[config.mk]
export PLATFORM = sky130hd
export DESIGN_NAME = gdr_bank
export DESIGN_NICKNAME = d
export VERILOG_FILES = /design/src/design/gdr_pkg.sv /design/src/design/gdr_bank.sv /design/src/design/gdr_pin_sync.sv /design/src/design/gdr_nv_store.sv
export SDC_FILE = /design/constraint.sdc
export NUM_CORES = 1
export LEC_CHECK = 0
export BUFFER_PORTS_ARGS = -buffer_cell sky130_fd_sc_hd__buf_4
export CELL_PAD_IN_SITES_DETAIL_PLACEMENT = 1
export CELL_PAD_IN_SITES_GLOBAL_PLACEMENT = 1
export CORE_MARGIN = 4
export CORE_UTILIZATION = 45
export CTS_CLUSTER_SIZE = 30
export DETAILED_ROUTE_END_ITERATION = 10
export PLACE_DENSITY_LB_ADDON = 0.1
export SLEW_MARGIN = 20
export SYNTH_ARGS = -nofsm -noshare
export SYNTH_HDL_FRONTEND = slang
export SYNTH_SLANG_ARGS = --single-unit
[constraint.sdc]
create_clock -name clk_i -period 20.9 [get_ports clk_i]
set_input_delay 4.18 -clock clk_i [delete_from_list [all_inputs] [get_ports clk_i]]
set_output_delay 4.18 -clock clk_i [all_outputs]
set_load 0.005 [all_outputs]
[src/design/gdr_pkg.sv]
// package for the gamma reference register bank
// assumes a single 40 MHz system clock; gdr_bank, gdr_nv_store and tb_top import it whole
package gdr_pkg;

	// ----------------------------------------------------------------
	// clock and timing
	// ----------------------------------------------------------------
	localparam int unsigned CLK_FREQ_HZ      = 40_000_000;
	localparam int unsigned NV_WRITE_TIME_MS = 20;
	// longest programming time, rounded down to whole cycles
	localparam int unsigned NV_WRITE_CYCLES_DFLT = CLK_FREQ_HZ / 1000 * NV_WRITE_TIME_MS;

	// ----------------------------------------------------------------
	// channel layout
	// ----------------------------------------------------------------
	localparam int unsigned NUM_CH  = 8;
	localparam int unsigned CODE_W  = 8;
	localparam int unsigned HIGH_CH = 4;
	localparam logic [7:0] NV_FACTORY_VAL = 8'h80;

	// ----------------------------------------------------------------
	// register map
	// ----------------------------------------------------------------
	localparam logic [7:0] CH_FIRST_ADDR  = 8'h00;
	localparam logic [7:0] CH_LAST_ADDR   = 8'h07;
	localparam logic [7:0] CTRL_ADDR      = 8'h08;
	localparam int unsigned MODE_BIT      = 7;
	localparam logic       CTRL_MODE_RST  = 1'b0;
	localparam logic [7:0] RESERVED_READ  = 8'h00;

	// ----------------------------------------------------------------
	// serial port
	// ----------------------------------------------------------------
	localparam logic [6:0] SLAVE_BASE     = 7'h74;
	localparam logic [3:0] ACK_SLOT_CNT   = 4'h8;
	localparam logic [3:0] ACK_END_CNT    = 4'h9;

	typedef enum logic [2:0] {
		ST_IDLE   = 3'h0,
		ST_ADDR   = 3'h1,
		ST_REG    = 3'h3,
		ST_WDATA  = 3'h2,
		ST_RDATA  = 3'h6,
		ST_IGNORE = 3'h4
	} gdr_state_e;

endpackage

[src/design/gdr_bank.sv]
// gamma reference register bank: serial slave port, working and backing bytes
// assumes scl/sda/strap arrive asynchronously; sda is open drain outside
`timescale 1ns/10ps
`default_nettype none
module gdr_bank
	import gdr_pkg::*;
#(
	parameter int unsigned NV_WRITE_CYCLES = NV_WRITE_CYCLES_DFLT
) (
	// clock and reset
	input  wire logic                       clk_i,
	input  wire logic                       sys_rst_i,
	// serial port pins
	input  wire logic                       scl_i,
	input  wire logic                       sda_i,
	output logic                            sda_o,
	output logic                            sda_oe_n_o,
	// address strap
	input  wire logic                       address_strap_pin_i,
	// DAC codes
	output logic [HIGH_CH*CODE_W-1:0]       high_side_gamma_outputs_o,
	output logic [HIGH_CH*CODE_W-1:0]       low_side_gamma_outputs_o,
	output logic                            dac_valid_o,
	// status
	output logic                            nv_busy_o
);

	// ----------------------------------------------------------------
	// declarations
	// ----------------------------------------------------------------
	gdr_state_e               state;
	logic                     scl_s;
	logic                     sda_s;
	logic                     strap_s;
	logic                     scl_q;
	logic                     sda_q;
	logic [3:0]               bit_cnt;
	logic [7:0]               rx_sh;
	logic [7:0]               tx_sh;
	logic [7:0]               ptr;
	logic                     rw_q;
	logic                     nack_q;
	logic                     mode;
	logic [CODE_W-1:0]        working [NUM_CH];
	logic [CODE_W-1:0]        dac     [NUM_CH];
	logic [NUM_CH-1:0]        pend_mask;
	logic [NUM_CH*CODE_W-1:0] pend_data;
	logic                     loading;
	logic [2:0]               load_idx;
	logic [CODE_W-1:0]        nv_rd;
	logic                     active;
	logic                     start_evt;
	logic                     stop_evt;
	logic                     scl_rise;
	logic                     scl_fall;
	logic                     byte_done;
	logic                     ack_end;
	logic                     addr_match;
	logic                     wr_evt;
	logic                     wr_ch_evt;
	logic                     wr_ctrl_evt;
	logic                     nv_start;
	logic [7:0]               rd_byte;

	// ----------------------------------------------------------------
	// pin synchronisers; 40 MHz gives ample samples per 400kHz bit
	// ----------------------------------------------------------------
	gdr_pin_sync #(.W(3), .RST_VAL(3'h7)) u_sync (
		.clk_i    (clk_i),
		.sys_rst_i(sys_rst_i),
		.pin_i    ({scl_i, sda_i, address_strap_pin_i}),
		.level_o  ({scl_s, sda_s, strap_s})
	);

	// previous filtered levels for edge and condition detection
	always_ff @(posedge clk_i or posedge sys_rst_i) begin
		if (sys_rst_i) begin
			scl_q <= 1'b1;
			sda_q <= 1'b1;
		end else begin
			scl_q <= scl_s;
			sda_q <= sda_s;
		end
	end

	// bus events and byte milestones
	assign start_evt   = scl_s && scl_q && sda_q && !sda_s;
	assign stop_evt    = scl_s && scl_q && !sda_q && sda_s;
	assign scl_rise    = scl_s && !scl_q;
	assign scl_fall    = !scl_s && scl_q;
	assign active      = (state != ST_IDLE) && (state != ST_IGNORE);
	assign byte_done   = active && scl_fall && (bit_cnt == ACK_SLOT_CNT);
	assign ack_end     = active && scl_fall && (bit_cnt == ACK_END_CNT);
	assign addr_match  = (rx_sh[7:1] == (SLAVE_BASE | {6'h00, strap_s}));
	assign wr_evt      = byte_done && (state == ST_WDATA);
	assign wr_ch_evt   = wr_evt && (ptr <= CH_LAST_ADDR);
	assign wr_ctrl_evt = wr_evt && (ptr == CTRL_ADDR);
	assign nv_start    = stop_evt && (pend_mask != '0) && !nv_busy_o;

	// read data: working byte for channels, mode alone for control, zero elsewhere
	always_comb begin
		if (ptr <= CH_LAST_ADDR) begin
			rd_byte = working[ptr[2:0]];
		end else if (ptr == CTRL_ADDR) begin
			rd_byte = {mode, 7'h00};
		end else begin
			rd_byte = RESERVED_READ;
		end
	end

	// ----------------------------------------------------------------
	// protocol state, bit count and data line
	// ----------------------------------------------------------------
	// sda is only ever pulled low; sda_oe_n_o low means pulling
	assign sda_o = 1'b0;

	always_ff @(posedge clk_i or posedge sys_rst_i) begin
		if (sys_rst_i) begin
			state      <= ST_IDLE;
			bit_cnt    <= 4'h0;
			sda_oe_n_o <= 1'b1;
			tx_sh      <= 8'h00;
			rw_q       <= 1'b0;
			nack_q     <= 1'b0;
		end else if (loading) begin
			state <= ST_IDLE;
		end else if (start_evt) begin
			state      <= ST_ADDR;
			bit_cnt    <= 4'h0;
			sda_oe_n_o <= 1'b1;
		end else if (stop_evt) begin
			state      <= ST_IDLE;
			sda_oe_n_o <= 1'b1;
		end else if (active && scl_rise) begin
			bit_cnt <= bit_cnt + 4'h1;
			if (state == ST_RDATA && bit_cnt == ACK_SLOT_CNT) begin
				nack_q <= sda_s;
			end
		end else if (byte_done) begin
			case (state)
				ST_ADDR: begin
					// busy backing store refuses its address like a real part
					if (addr_match && !nv_busy_o) begin
						sda_oe_n_o <= 1'b0;
						rw_q       <= rx_sh[0];
					end else begin
						state <= ST_IGNORE;
					end
				end
				ST_REG, ST_WDATA: sda_oe_n_o <= 1'b0;
				default: sda_oe_n_o <= 1'b1;
			endcase
		end else if (ack_end) begin
			bit_cnt    <= 4'h0;
			sda_oe_n_o <= 1'b1;
			case (state)
				ST_ADDR: begin
					state <= rw_q ? ST_RDATA : ST_REG;
					if (rw_q) begin
						tx_sh      <= {rd_byte[6:0], 1'b0};
						sda_oe_n_o <= rd_byte[7];
					end
				end
				ST_REG: state <= ST_WDATA;
				ST_RDATA: begin
					// master NACK ends the read; wait for STOP or START
					if (nack_q) begin
						state <= ST_IGNORE;
					end else begin
						tx_sh      <= {rd_byte[6:0], 1'b0};
						sda_oe_n_o <= rd_byte[7];
					end
				end
				default: state <= state;
			endcase
		end else if (active && scl_fall && state == ST_RDATA) begin
			tx_sh      <= {tx_sh[6:0], 1'b0};
			sda_oe_n_o <= tx_sh[7];
		end
	end

	// incoming byte shifter, msb first on rising scl
	always_ff @(posedge clk_i or posedge sys_rst_i) begin
		if (sys_rst_i) begin
			rx_sh <= 8'h00;
		end else if (active && scl_rise && bit_cnt < ACK_SLOT_CNT) begin
			rx_sh <= {rx_sh[6:0], sda_s};
		end
	end

	// register pointer: loaded from the second byte, then auto-increments
	always_ff @(posedge clk_i or posedge sys_rst_i) begin
		if (sys_rst_i) begin
			ptr <= CH_FIRST_ADDR;
		end else if (byte_done && state == ST_REG) begin
			ptr <= rx_sh;
		end else if (byte_done && state == ST_RDATA) begin
			ptr <= ptr + 8'h01;
		end else if (ack_end && state == ST_WDATA) begin
			ptr <= ptr + 8'h01;
		end
	end

	// ----------------------------------------------------------------
	// control register
	// ----------------------------------------------------------------
	always_ff @(posedge clk_i or posedge sys_rst_i) begin
		if (sys_rst_i) begin
			mode <= CTRL_MODE_RST;
		end else if (wr_ctrl_evt) begin
			mode <= rx_sh[MODE_BIT];
		end
	end

	// ----------------------------------------------------------------
	// backing store and power-up load
	// ----------------------------------------------------------------
	gdr_nv_store #(.WRITE_CYCLES(NV_WRITE_CYCLES)) u_nv (
		.clk_i       (clk_i),
		.sys_rst_i   (sys_rst_i),
		.prog_start_i(nv_start),
		.prog_mask_i (pend_mask),
		.prog_data_i (pend_data),
		.busy_o      (nv_busy_o),
		.rd_idx_i    (load_idx),
		.rd_data_o   (nv_rd)
	);

	// walk all eight backing bytes once, then release the DAC outputs
	always_ff @(posedge clk_i or posedge sys_rst_i) begin
		if (sys_rst_i) begin
			loading     <= 1'b1;
			load_idx    <= 3'h0;
			dac_valid_o <= 1'b0;
		end else if (loading) begin
			load_idx <= load_idx + 3'h1;
			if (load_idx == 3'h7) begin
				loading     <= 1'b0;
				dac_valid_o <= 1'b1;
			end
		end
	end

	// pending programming collects mode-0 channel writes until STOP
	always_ff @(posedge clk_i or posedge sys_rst_i) begin
		if (sys_rst_i) begin
			pend_mask <= '0;
			pend_data <= '0;
		end else if (stop_evt) begin
			pend_mask <= '0;
		end else if (wr_ch_evt && !mode) begin
			pend_mask[ptr[2:0]]                  <= 1'b1;
			pend_data[ptr[2:0]*CODE_W +: CODE_W] <= rx_sh;
		end
	end

	// ----------------------------------------------------------------
	// per-channel working byte and DAC code
	// ----------------------------------------------------------------
	for (genvar c = 0; c < NUM_CH; c++) begin : g_ch
		// working byte: loaded at power-up, written in either mode
		always_ff @(posedge clk_i or posedge sys_rst_i) begin
			if (sys_rst_i) begin
				working[c] <= 8'h00;
			end else if (loading && load_idx == 3'(c)) begin
				working[c] <= nv_rd;
			end else if (wr_ch_evt && ptr[2:0] == 3'(c)) begin
				working[c] <= rx_sh;
			end
		end
		// DAC code follows the working byte only at STOP, so a partly written
		// multi-byte update never shows on the outputs
		always_ff @(posedge clk_i or posedge sys_rst_i) begin
			if (sys_rst_i) begin
				dac[c] <= 8'h00;
			end else if (loading && load_idx == 3'(c)) begin
				dac[c] <= nv_rd;
			end else if (stop_evt) begin
				dac[c] <= working[c];
			end
		end
		// code n is tap n of 255; first four face the high pair
		if (c < HIGH_CH) begin : g_hi
			assign high_side_gamma_outputs_o[c*CODE_W +: CODE_W] = dac[c];
		end else begin : g_lo
			assign low_side_gamma_outputs_o[(c-HIGH_CH)*CODE_W +: CODE_W] = dac[c];
		end
	end
endmodule
`default_nettype wire

[src/design/gdr_pin_sync.sv]
// three-stage synchroniser with agreement filter for pin inputs
// assumes inputs are asynchronous to clk_i; output changes once stages 2 and 3 agree
`timescale 1ns/10ps
`default_nettype none
module gdr_pin_sync #(
	parameter int unsigned W       = 1,
	parameter logic [W-1:0] RST_VAL = '0
) (
	// clock and reset
	input  wire logic         clk_i,
	input  wire logic         sys_rst_i,
	// pins in, filtered levels out
	input  wire logic [W-1:0] pin_i,
	output logic      [W-1:0] level_o
);

	logic [W-1:0] stage1;
	logic [W-1:0] stage2;
	logic [W-1:0] stage3;

	// ----------------------------------------------------------------
	// capture chain; stage1 feeds only stage2
	// ----------------------------------------------------------------
	always_ff @(posedge clk_i or posedge sys_rst_i) begin
		if (sys_rst_i) begin
			stage1 <= RST_VAL;
			stage2 <= RST_VAL;
			stage3 <= RST_VAL;
		end else begin
			stage1 <= pin_i;
			stage2 <= stage1;
			stage3 <= stage2;
		end
	end

	// a bit moves only when the two late stages agree, rejecting one-sample glitches
	always_ff @(posedge clk_i or posedge sys_rst_i) begin
		if (sys_rst_i) begin
			level_o <= RST_VAL;
		end else begin
			level_o <= ((stage2 ~^ stage3) & stage3) | ((stage2 ^ stage3) & level_o);
		end
	end

endmodule
`default_nettype wire

[src/design/gdr_nv_store.sv]
// nonvolatile backing bytes with a timed programming cycle
// assumes the caller starts a cycle only while busy_o is low
`timescale 1ns/10ps
`default_nettype none
module gdr_nv_store
	import gdr_pkg::*;
#(
	parameter int unsigned WRITE_CYCLES = NV_WRITE_CYCLES_DFLT
) (
	// clock and reset
	input  wire logic                       clk_i,
	input  wire logic                       sys_rst_i,
	// programming request
	input  wire logic                       prog_start_i,
	input  wire logic [NUM_CH-1:0]          prog_mask_i,
	input  wire logic [NUM_CH*CODE_W-1:0]   prog_data_i,
	output logic                            busy_o,
	// read port
	input  wire logic [2:0]                 rd_idx_i,
	output logic      [CODE_W-1:0]          rd_data_o
);

	logic [CODE_W-1:0]        cells [NUM_CH];
	logic [NUM_CH-1:0]        mask_q;
	logic [NUM_CH*CODE_W-1:0] data_q;
	logic [31:0]              timer;

	assign rd_data_o = cells[rd_idx_i];

	// ----------------------------------------------------------------
	// programming timer; cells commit only when the full time has run
	// ----------------------------------------------------------------
	always_ff @(posedge clk_i or posedge sys_rst_i) begin
		if (sys_rst_i) begin
			busy_o <= 1'b0;
			timer  <= 32'h0;
			mask_q <= '0;
			data_q <= '0;
		end else if (prog_start_i && !busy_o) begin
			busy_o <= 1'b1;
			timer  <= WRITE_CYCLES - 1;
			mask_q <= prog_mask_i;
			data_q <= prog_data_i;
		end else if (busy_o) begin
			if (timer == 32'h0) begin
				busy_o <= 1'b0;
			end else begin
				timer <= timer - 32'h1;
			end
		end
	end

	// cells hold the factory value until first programmed
	// limitation: simulation reset restores that value, a real array would not
	for (genvar c = 0; c < NUM_CH; c++) begin : g_cell
		always_ff @(posedge clk_i or posedge sys_rst_i) begin
			if (sys_rst_i) begin
				cells[c] <= NV_FACTORY_VAL;
			end else if (busy_o && timer == 32'h0 && mask_q[c]) begin
				cells[c] <= data_q[c*CODE_W +: CODE_W];
			end
		end
	end

endmodule
`default_nettype wire

After elaboration in Yosys (flattened, before gate mapping)
Index checks and enable logic that the tools add are counted.
{"block": "totals", "ff_bits": 423, "inputBits": 5, "out_inout_bits": 68}
{"block": "op_classes", "add_sub_neg": 5, "n_lt_le_gt_ge": 6, "eq_ne": 35, "shifts": 2, "muxes": 88, "n_bitwise": 13, "reduce_logical": 97}
{"operator": "8-bit 2-to-1 mux", "count": 47}
{"operator": "32-bit 2-to-1 mux", "count": 3}
{"operator": "64-bit bitwise mux", "count": 1}
{"operator": "8-bit by 34-bit variable shift with 64-bit output, first input constant", "count": 1}
{"operator": "8-bit by 34-bit indexed part select with 64-bit output", "count": 1}
{"operator": "1-bit logical AND", "count": 52}
{"operator": "8-bit binary-select mux with 3-bit select", "count": 2}
{"operator": "2-bit nonzero test", "count": 19}
{"operator": "6-bit negation with 34-bit output", "count": 1}
{"operator": "32-bit logical NOT", "count": 1}
{"operator": "32-bit by 1-bit subtractor with 32-bit output, second input constant", "count": 1}
{"operator": "3-bit 2-to-1 mux", "count": 10}
{"operator": "3-bit equality test, second input constant", "count": 9}
{"operator": "4-bit 2-to-1 mux", "count": 5}
{"operator": "3-bit by 2-bit equality test with 1-bit output, second input constant", "count": 6}
{"operator": "8-bit one-hot mux with 2 select lines", "count": 1}
{"operator": "1-bit 2-to-1 mux", "count": 15}
{"operator": "3-bit inequality test, second input constant", "count": 4}
{"operator": "5-bit inequality test, second input constant", "count": 2}
{"operator": "5-bit nonzero test", "count": 2}
{"operator": "3-bit by 1-bit equality test with 1-bit output, second input constant", "count": 3}
{"operator": "3-bit one-hot mux with 3 select lines", "count": 1}
{"operator": "9-bit AND reduction", "count": 1}
{"operator": "3-bit nonzero test", "count": 3}
{"operator": "other kinds (37)", "count": 55}

Logic depth before layout (Yosys ltp)
{"block": "depth", "depth_word": 12, "ltp_mapped": 14, "mapped_depth_nobuf": 8}

Cells and area by module
A second synthesis with hierarchy kept.
{"block": "hier_totals", "hier_cells": 1793, "area_unflattened_um2": 19207.2}
{"mod": "gdr_bank", "n_inst": 1, "cells_each": 1119, "area_per_inst_um2": 11521.0, "seq_area_each_um2": 6035.8}
{"mod": "gdr_nv_store", "n_inst": 1, "cells_each": 655, "area_per_inst_um2": 7307.0, "seq_area_each_um2": 4239.1}
{"mod": "gdr_pin_sync", "n_inst": 1, "cells_each": 19, "area_per_inst_um2": 379.1, "seq_area_each_um2": 315.3}

Least setup slack after synthesis
OpenSTA, ideal clock, no wires.
{"block": "synth_path", "path_kind": "register -> output", "start": "reg sda_oe_n_o", "end": "out sda_oe_n_o", "arrival_ns": 0.510, "required_ns": 16.720, "path_slack_ns": 16.210, "path_stages_with_launch": 1, "path_cell_list": "dfstp_2"}
{"element": "start: declaration", "line": "gdr_bank.sv:17", "text": "output logic sda_oe_n_o,"}
{"element": "start signal: assignment", "line": "gdr_bank.sv:161", "text": "sda_oe_n_o <= rd_byte[7];"}
{"element": "start signal: assignment", "line": "gdr_bank.sv:171", "text": "sda_oe_n_o <= rd_byte[7];"}
{"element": "start signal: assignment", "line": "gdr_bank.sv:178", "text": "sda_oe_n_o <= tx_sh[7];"}
No word-level cell between the ends.

Worst setup path after layout
{"block": "layout_path", "start": "reg u_nv.busy_o", "end": "out nv_busy_o"}
{"element": "start: declaration", "line": "gdr_nv_store.sv:17", "text": "output logic busy_o,"}
{"element": "start signal: assignment", "line": "gdr_nv_store.sv:35", "text": "busy_o <= 1'b0;"}
{"element": "start signal: assignment", "line": "gdr_nv_store.sv:40", "text": "busy_o <= 1'b1;"}
{"element": "start signal: assignment", "line": "gdr_nv_store.sv:46", "text": "busy_o <= 1'b0;"}
{"element": "end: declaration", "line": "gdr_bank.sv:25", "text": "output logic nv_busy_o"}
No word-level cell between the ends.

==> impl_metrics.tcl <==
set metrics [dict create \
    antennaDiodeCount 0 \
    startpoint "u_nv.busy_o" \
    worst-setup-path-type "reg -> out" \
    core-area_um2 41900 \
    fillers 4478 \
    finalCriticalPeriod_ns 5.57 \
    slew-limit-headroom_pct 24.8 \
    peakVddDrop_uv 49.1 \
    cts.sinks 422 \
    multiInputGateArea_um2 7940 \
    start_util_pct 45.5 \
    dp.cells 2347 \
    power.density_nw_per_um2 86.0 \
    first_iter_violations 1202 \
    ant_nets 0 \
    path_max_fanout 11 \
    fp-row-count 75 \
    netlist_instances 1833 \
    root_buffer "clkbuf_16" \
    period_share_pct 26.7 \
    io_buffers 71 \
    clk_latency_ns 0.59 \
    place_hpwl_um 38100 \
    cts_buffer_depth 3 \
    register_area_um2 10600 \
    cts_max_level 2 \
    post-cts-setup-buffers 0 \
    cts_resized 0 \
    grt_use_total_pct 25.7 \
    synth_edf_count 0 \
    finalHoldViolCount 0 \
    fin_area_um2 21600 \
    vias 14386 \
    max_freq_mhz 179 \
    synth-seq-cells 422 \
    cts_tree "done" \
    globalplace.congestion 0.900 \
    ios 73 \
    setup_tns_ns 0 \
    status "finished, final reports clean" \
    fin_ws_ns 15.33 \
    rsz0062_at_grt "no" \
    dp_slack_ns 14.87 \
    drv_cap 0 \
    critPathBufInv 1 \
    whs_ns 0.355 \
    grt_start_max_net_pins 169 \
    crit_slowest_cell "dfrtp_1" \
    critPathTopFamily "flip-flops" \
    grt-ovfl-total 0 \
    startpoint_type "flop" \
    async_flop_share_pct 100 \
    avgSynthCellArea_um2 10.4 \
    drc_errors 0 \
    fin_nets 1883 \
    cp.arrival_ns 1.39 \
    total_leakage_power_nw 10.6 \
    skew_ns 0.0184 \
    final_cell_count_no_fill 2434 \
    r2r_start "ptr[1]" \
    cp-end-kind "primary output" \
    grt_pass1_wl_um 90600 \
    synthDistinctLibCells 64 \
    final_max_slew_viol_count 0 \
    syn_nets 1859 \
    clk_pin_slew_worst_paths_ns 0.06 \
    hold_buffers 0 \
    area.growth.synth_to_final_pct 13.6 \
    antenna_found_initial 0 \
    crit_chain "buf_4" \
    viasPerCell 5.91 \
    yosys_warnings 0 \
    required_ns 16.72 \
    rrSetupSlack_ns 17.09 \
    layout-drive-gt1-share_pct 19.3 \
    fp.dieArea_um2 45700 \
    hp-class "reg -> reg" \
    fp.dieH_um 214 \
    syn_area_um2 19000 \
    post_dp_cell_area_um2 20000 \
    yosysSeqAreaShare_pct 55.6 \
    firstDrtPassIters 5 \
    worstMarginPinSlew_ns 1.13 \
    grt_pass1_vias 15181 \
    hp-start "u_sync.stage1[2]" \
    ys.flop_type "dfrtp_1" \
    slowest_delay_ns 0.61 \
    fp.dieW_um 214 \
    wl_um 57700 \
    wire_per_inst_um 23.7 \
    cts_buffers 47 \
    setup_viol 0 \
]
==> synth_stat cells (3+ instances only) <==
library cell	instances	area share, %
nor4b_1	6	0.28
or4_1	13	0.51
a211oi_1	3	0.12
o311ai_0	4	0.18
dfstp_2	24	3.3
mux4_2	21	2.5
a21oi_1	35	0.92
clkbuf_1	113	2.2
xor2_1	7	0.32
xnor2_1	14	0.64
nand2_1	499	9.8
a2111oi_0	3	0.14
or3_1	9	0.30
mux2_1	5	0.30
nor2b_1	8	0.26
and2_1	20	0.66
a22o_1	12	0.55
o22ai_1	4	0.13
nand3b_1	4	0.16
nor2_1	105	2.1
nand2b_1	5	0.16
a22oi_1	4	0.16
o31ai_1	9	0.35
a221oi_1	7	0.32
buf_1	4	0.079
o211ai_1	4	0.16
nor4_1	11	0.36
o21ai_0	34	0.89
and3_1	8	0.26
mux2_2	137	8.1
ha_1	21	1.4
a32o_1	5	0.26
and4_1	6	0.28
and4b_1	4	0.21
a31oi_1	117	3.8
inv_1	20	0.39
a21o_1	4	0.16
dfrtp_1	398	52
nand3_1	35	0.92
nand4_1	14	0.46
nand4b_1	4	0.18
mux2i_1	35	1.8
nor3_1	11	0.29
==> state kept, by name, indices dropped and copies added, names as in the netlist, 4 cells and up <==
register	flops
ptr	8
tx_sh	7
u_nv.mask_q	8
u_nv.data_q	64
low_side_gamma_outputs_o	32
u_nv.cells	64
bit_cnt	4
u_nv.timer	32
working	64
pend_data	64
pend_mask	8
rx_sh	8
high_side_gamma_outputs_o	32
==> layer usage <==
layer,wire length (µm),track usage (%),vias to the layer above
li1,-,-,6449
met1,25300,35.4,7472
met2,28000,42.1,354
met3,2480,3.45,111
met4,2020,9.64,0
met5,0,0,-
==> layout by cell type (no fill, tap or decap), types with 6 or more instances in the layout <==
master / netlist / routed
nor3_1: 11 / 11
nor4b_1: 6 / 6
clkbuf_16: 0 / 48
nor2b_1: 8 / 8
nor4_1: 11 / 10
and4_1: 6 / 6
a221oi_1: 7 / 7
dfstp_2: 24 / 24
a31oi_1: 117 / 117
and2_1: 20 / 20
clkinv_2: 0 / 8
a22o_1: 12 / 12
and3_1: 8 / 8
clkbuf_8: 0 / 18
buf_4: 1 / 92
clkbuf_1: 113 / 8
or4_1: 13 / 13
o21ai_0: 34 / 34
xnor2_1: 14 / 14
nor2_1: 105 / 105
mux2i_1: 35 / 35
dfrtp_1: 398 / 398
ha_1: 21 / 21
xor2_1: 7 / 7
inv_1: 20 / 19
nand2_1: 499 / 499
or3_1: 9 / 9
o31ai_1: 9 / 9
nand4_1: 14 / 14
nand3_1: 35 / 35
mux4_2: 21 / 21
a21oi_1: 35 / 35
mux2_2: 137 / 137
==> area by class of cell <==
type	count	share of cell area, %
Clock inverter	13	0.619
Timing Repair Buffer	93	3.29
Inverter	21	0.399
Tap cell	539	3.12
Multi-Input combinational cell	1272	36.7
Clock buffer	74	6.84
Sequential cell	422	49.0
==> final timing paths <==
check / end / depth (start not counted)
hold / removal: u_sync.stage2[2] / 0
min in group asynchronous: u_nv.timer[29] / 2
hold reg to reg: u_sync.stage2[2] / 0
setup / recovery: nv_busy_o / 1
setup reg to reg: pend_data[38] / 8
max in group asynchronous: high_side_gamma_outputs_o[29] / 3
==> power breakdown <==
group          leakage, nW  switching [mW]  total [mW]  internal, mW
clock network        0.805           0.347       0.857         0.510
registers             5.80          0.0340       0.867         0.833
logic                 4.04          0.0978       0.134        0.0365
==> stage by stage <==
step	power, mW	utilization, %
after CTS	1.88	51.6
after floorplan	0.943	-
after global routing	1.92	51.6
after detailed placement	1.02	47.8
after global placement	1.01	47.8
final	1.86	51.6
==> cell families (layout without fill, tap and decap cells) <==
logic type,after synthesis,count (layout),share of synthesized area [%]
and+or+nand+nor,771,771,17.6
DFF,422,422,55.6
AOI/OAI and AO/OA,260,260,8.90
muxes,198,198,12.7
buffers and inverters,139,201,2.76
adders and majority gates,21,21,1.38
xor gates and xnor gates,21,21,0.966
other,1,1,0.0197
Note: power is estimated with default switching activity, not from simulation.
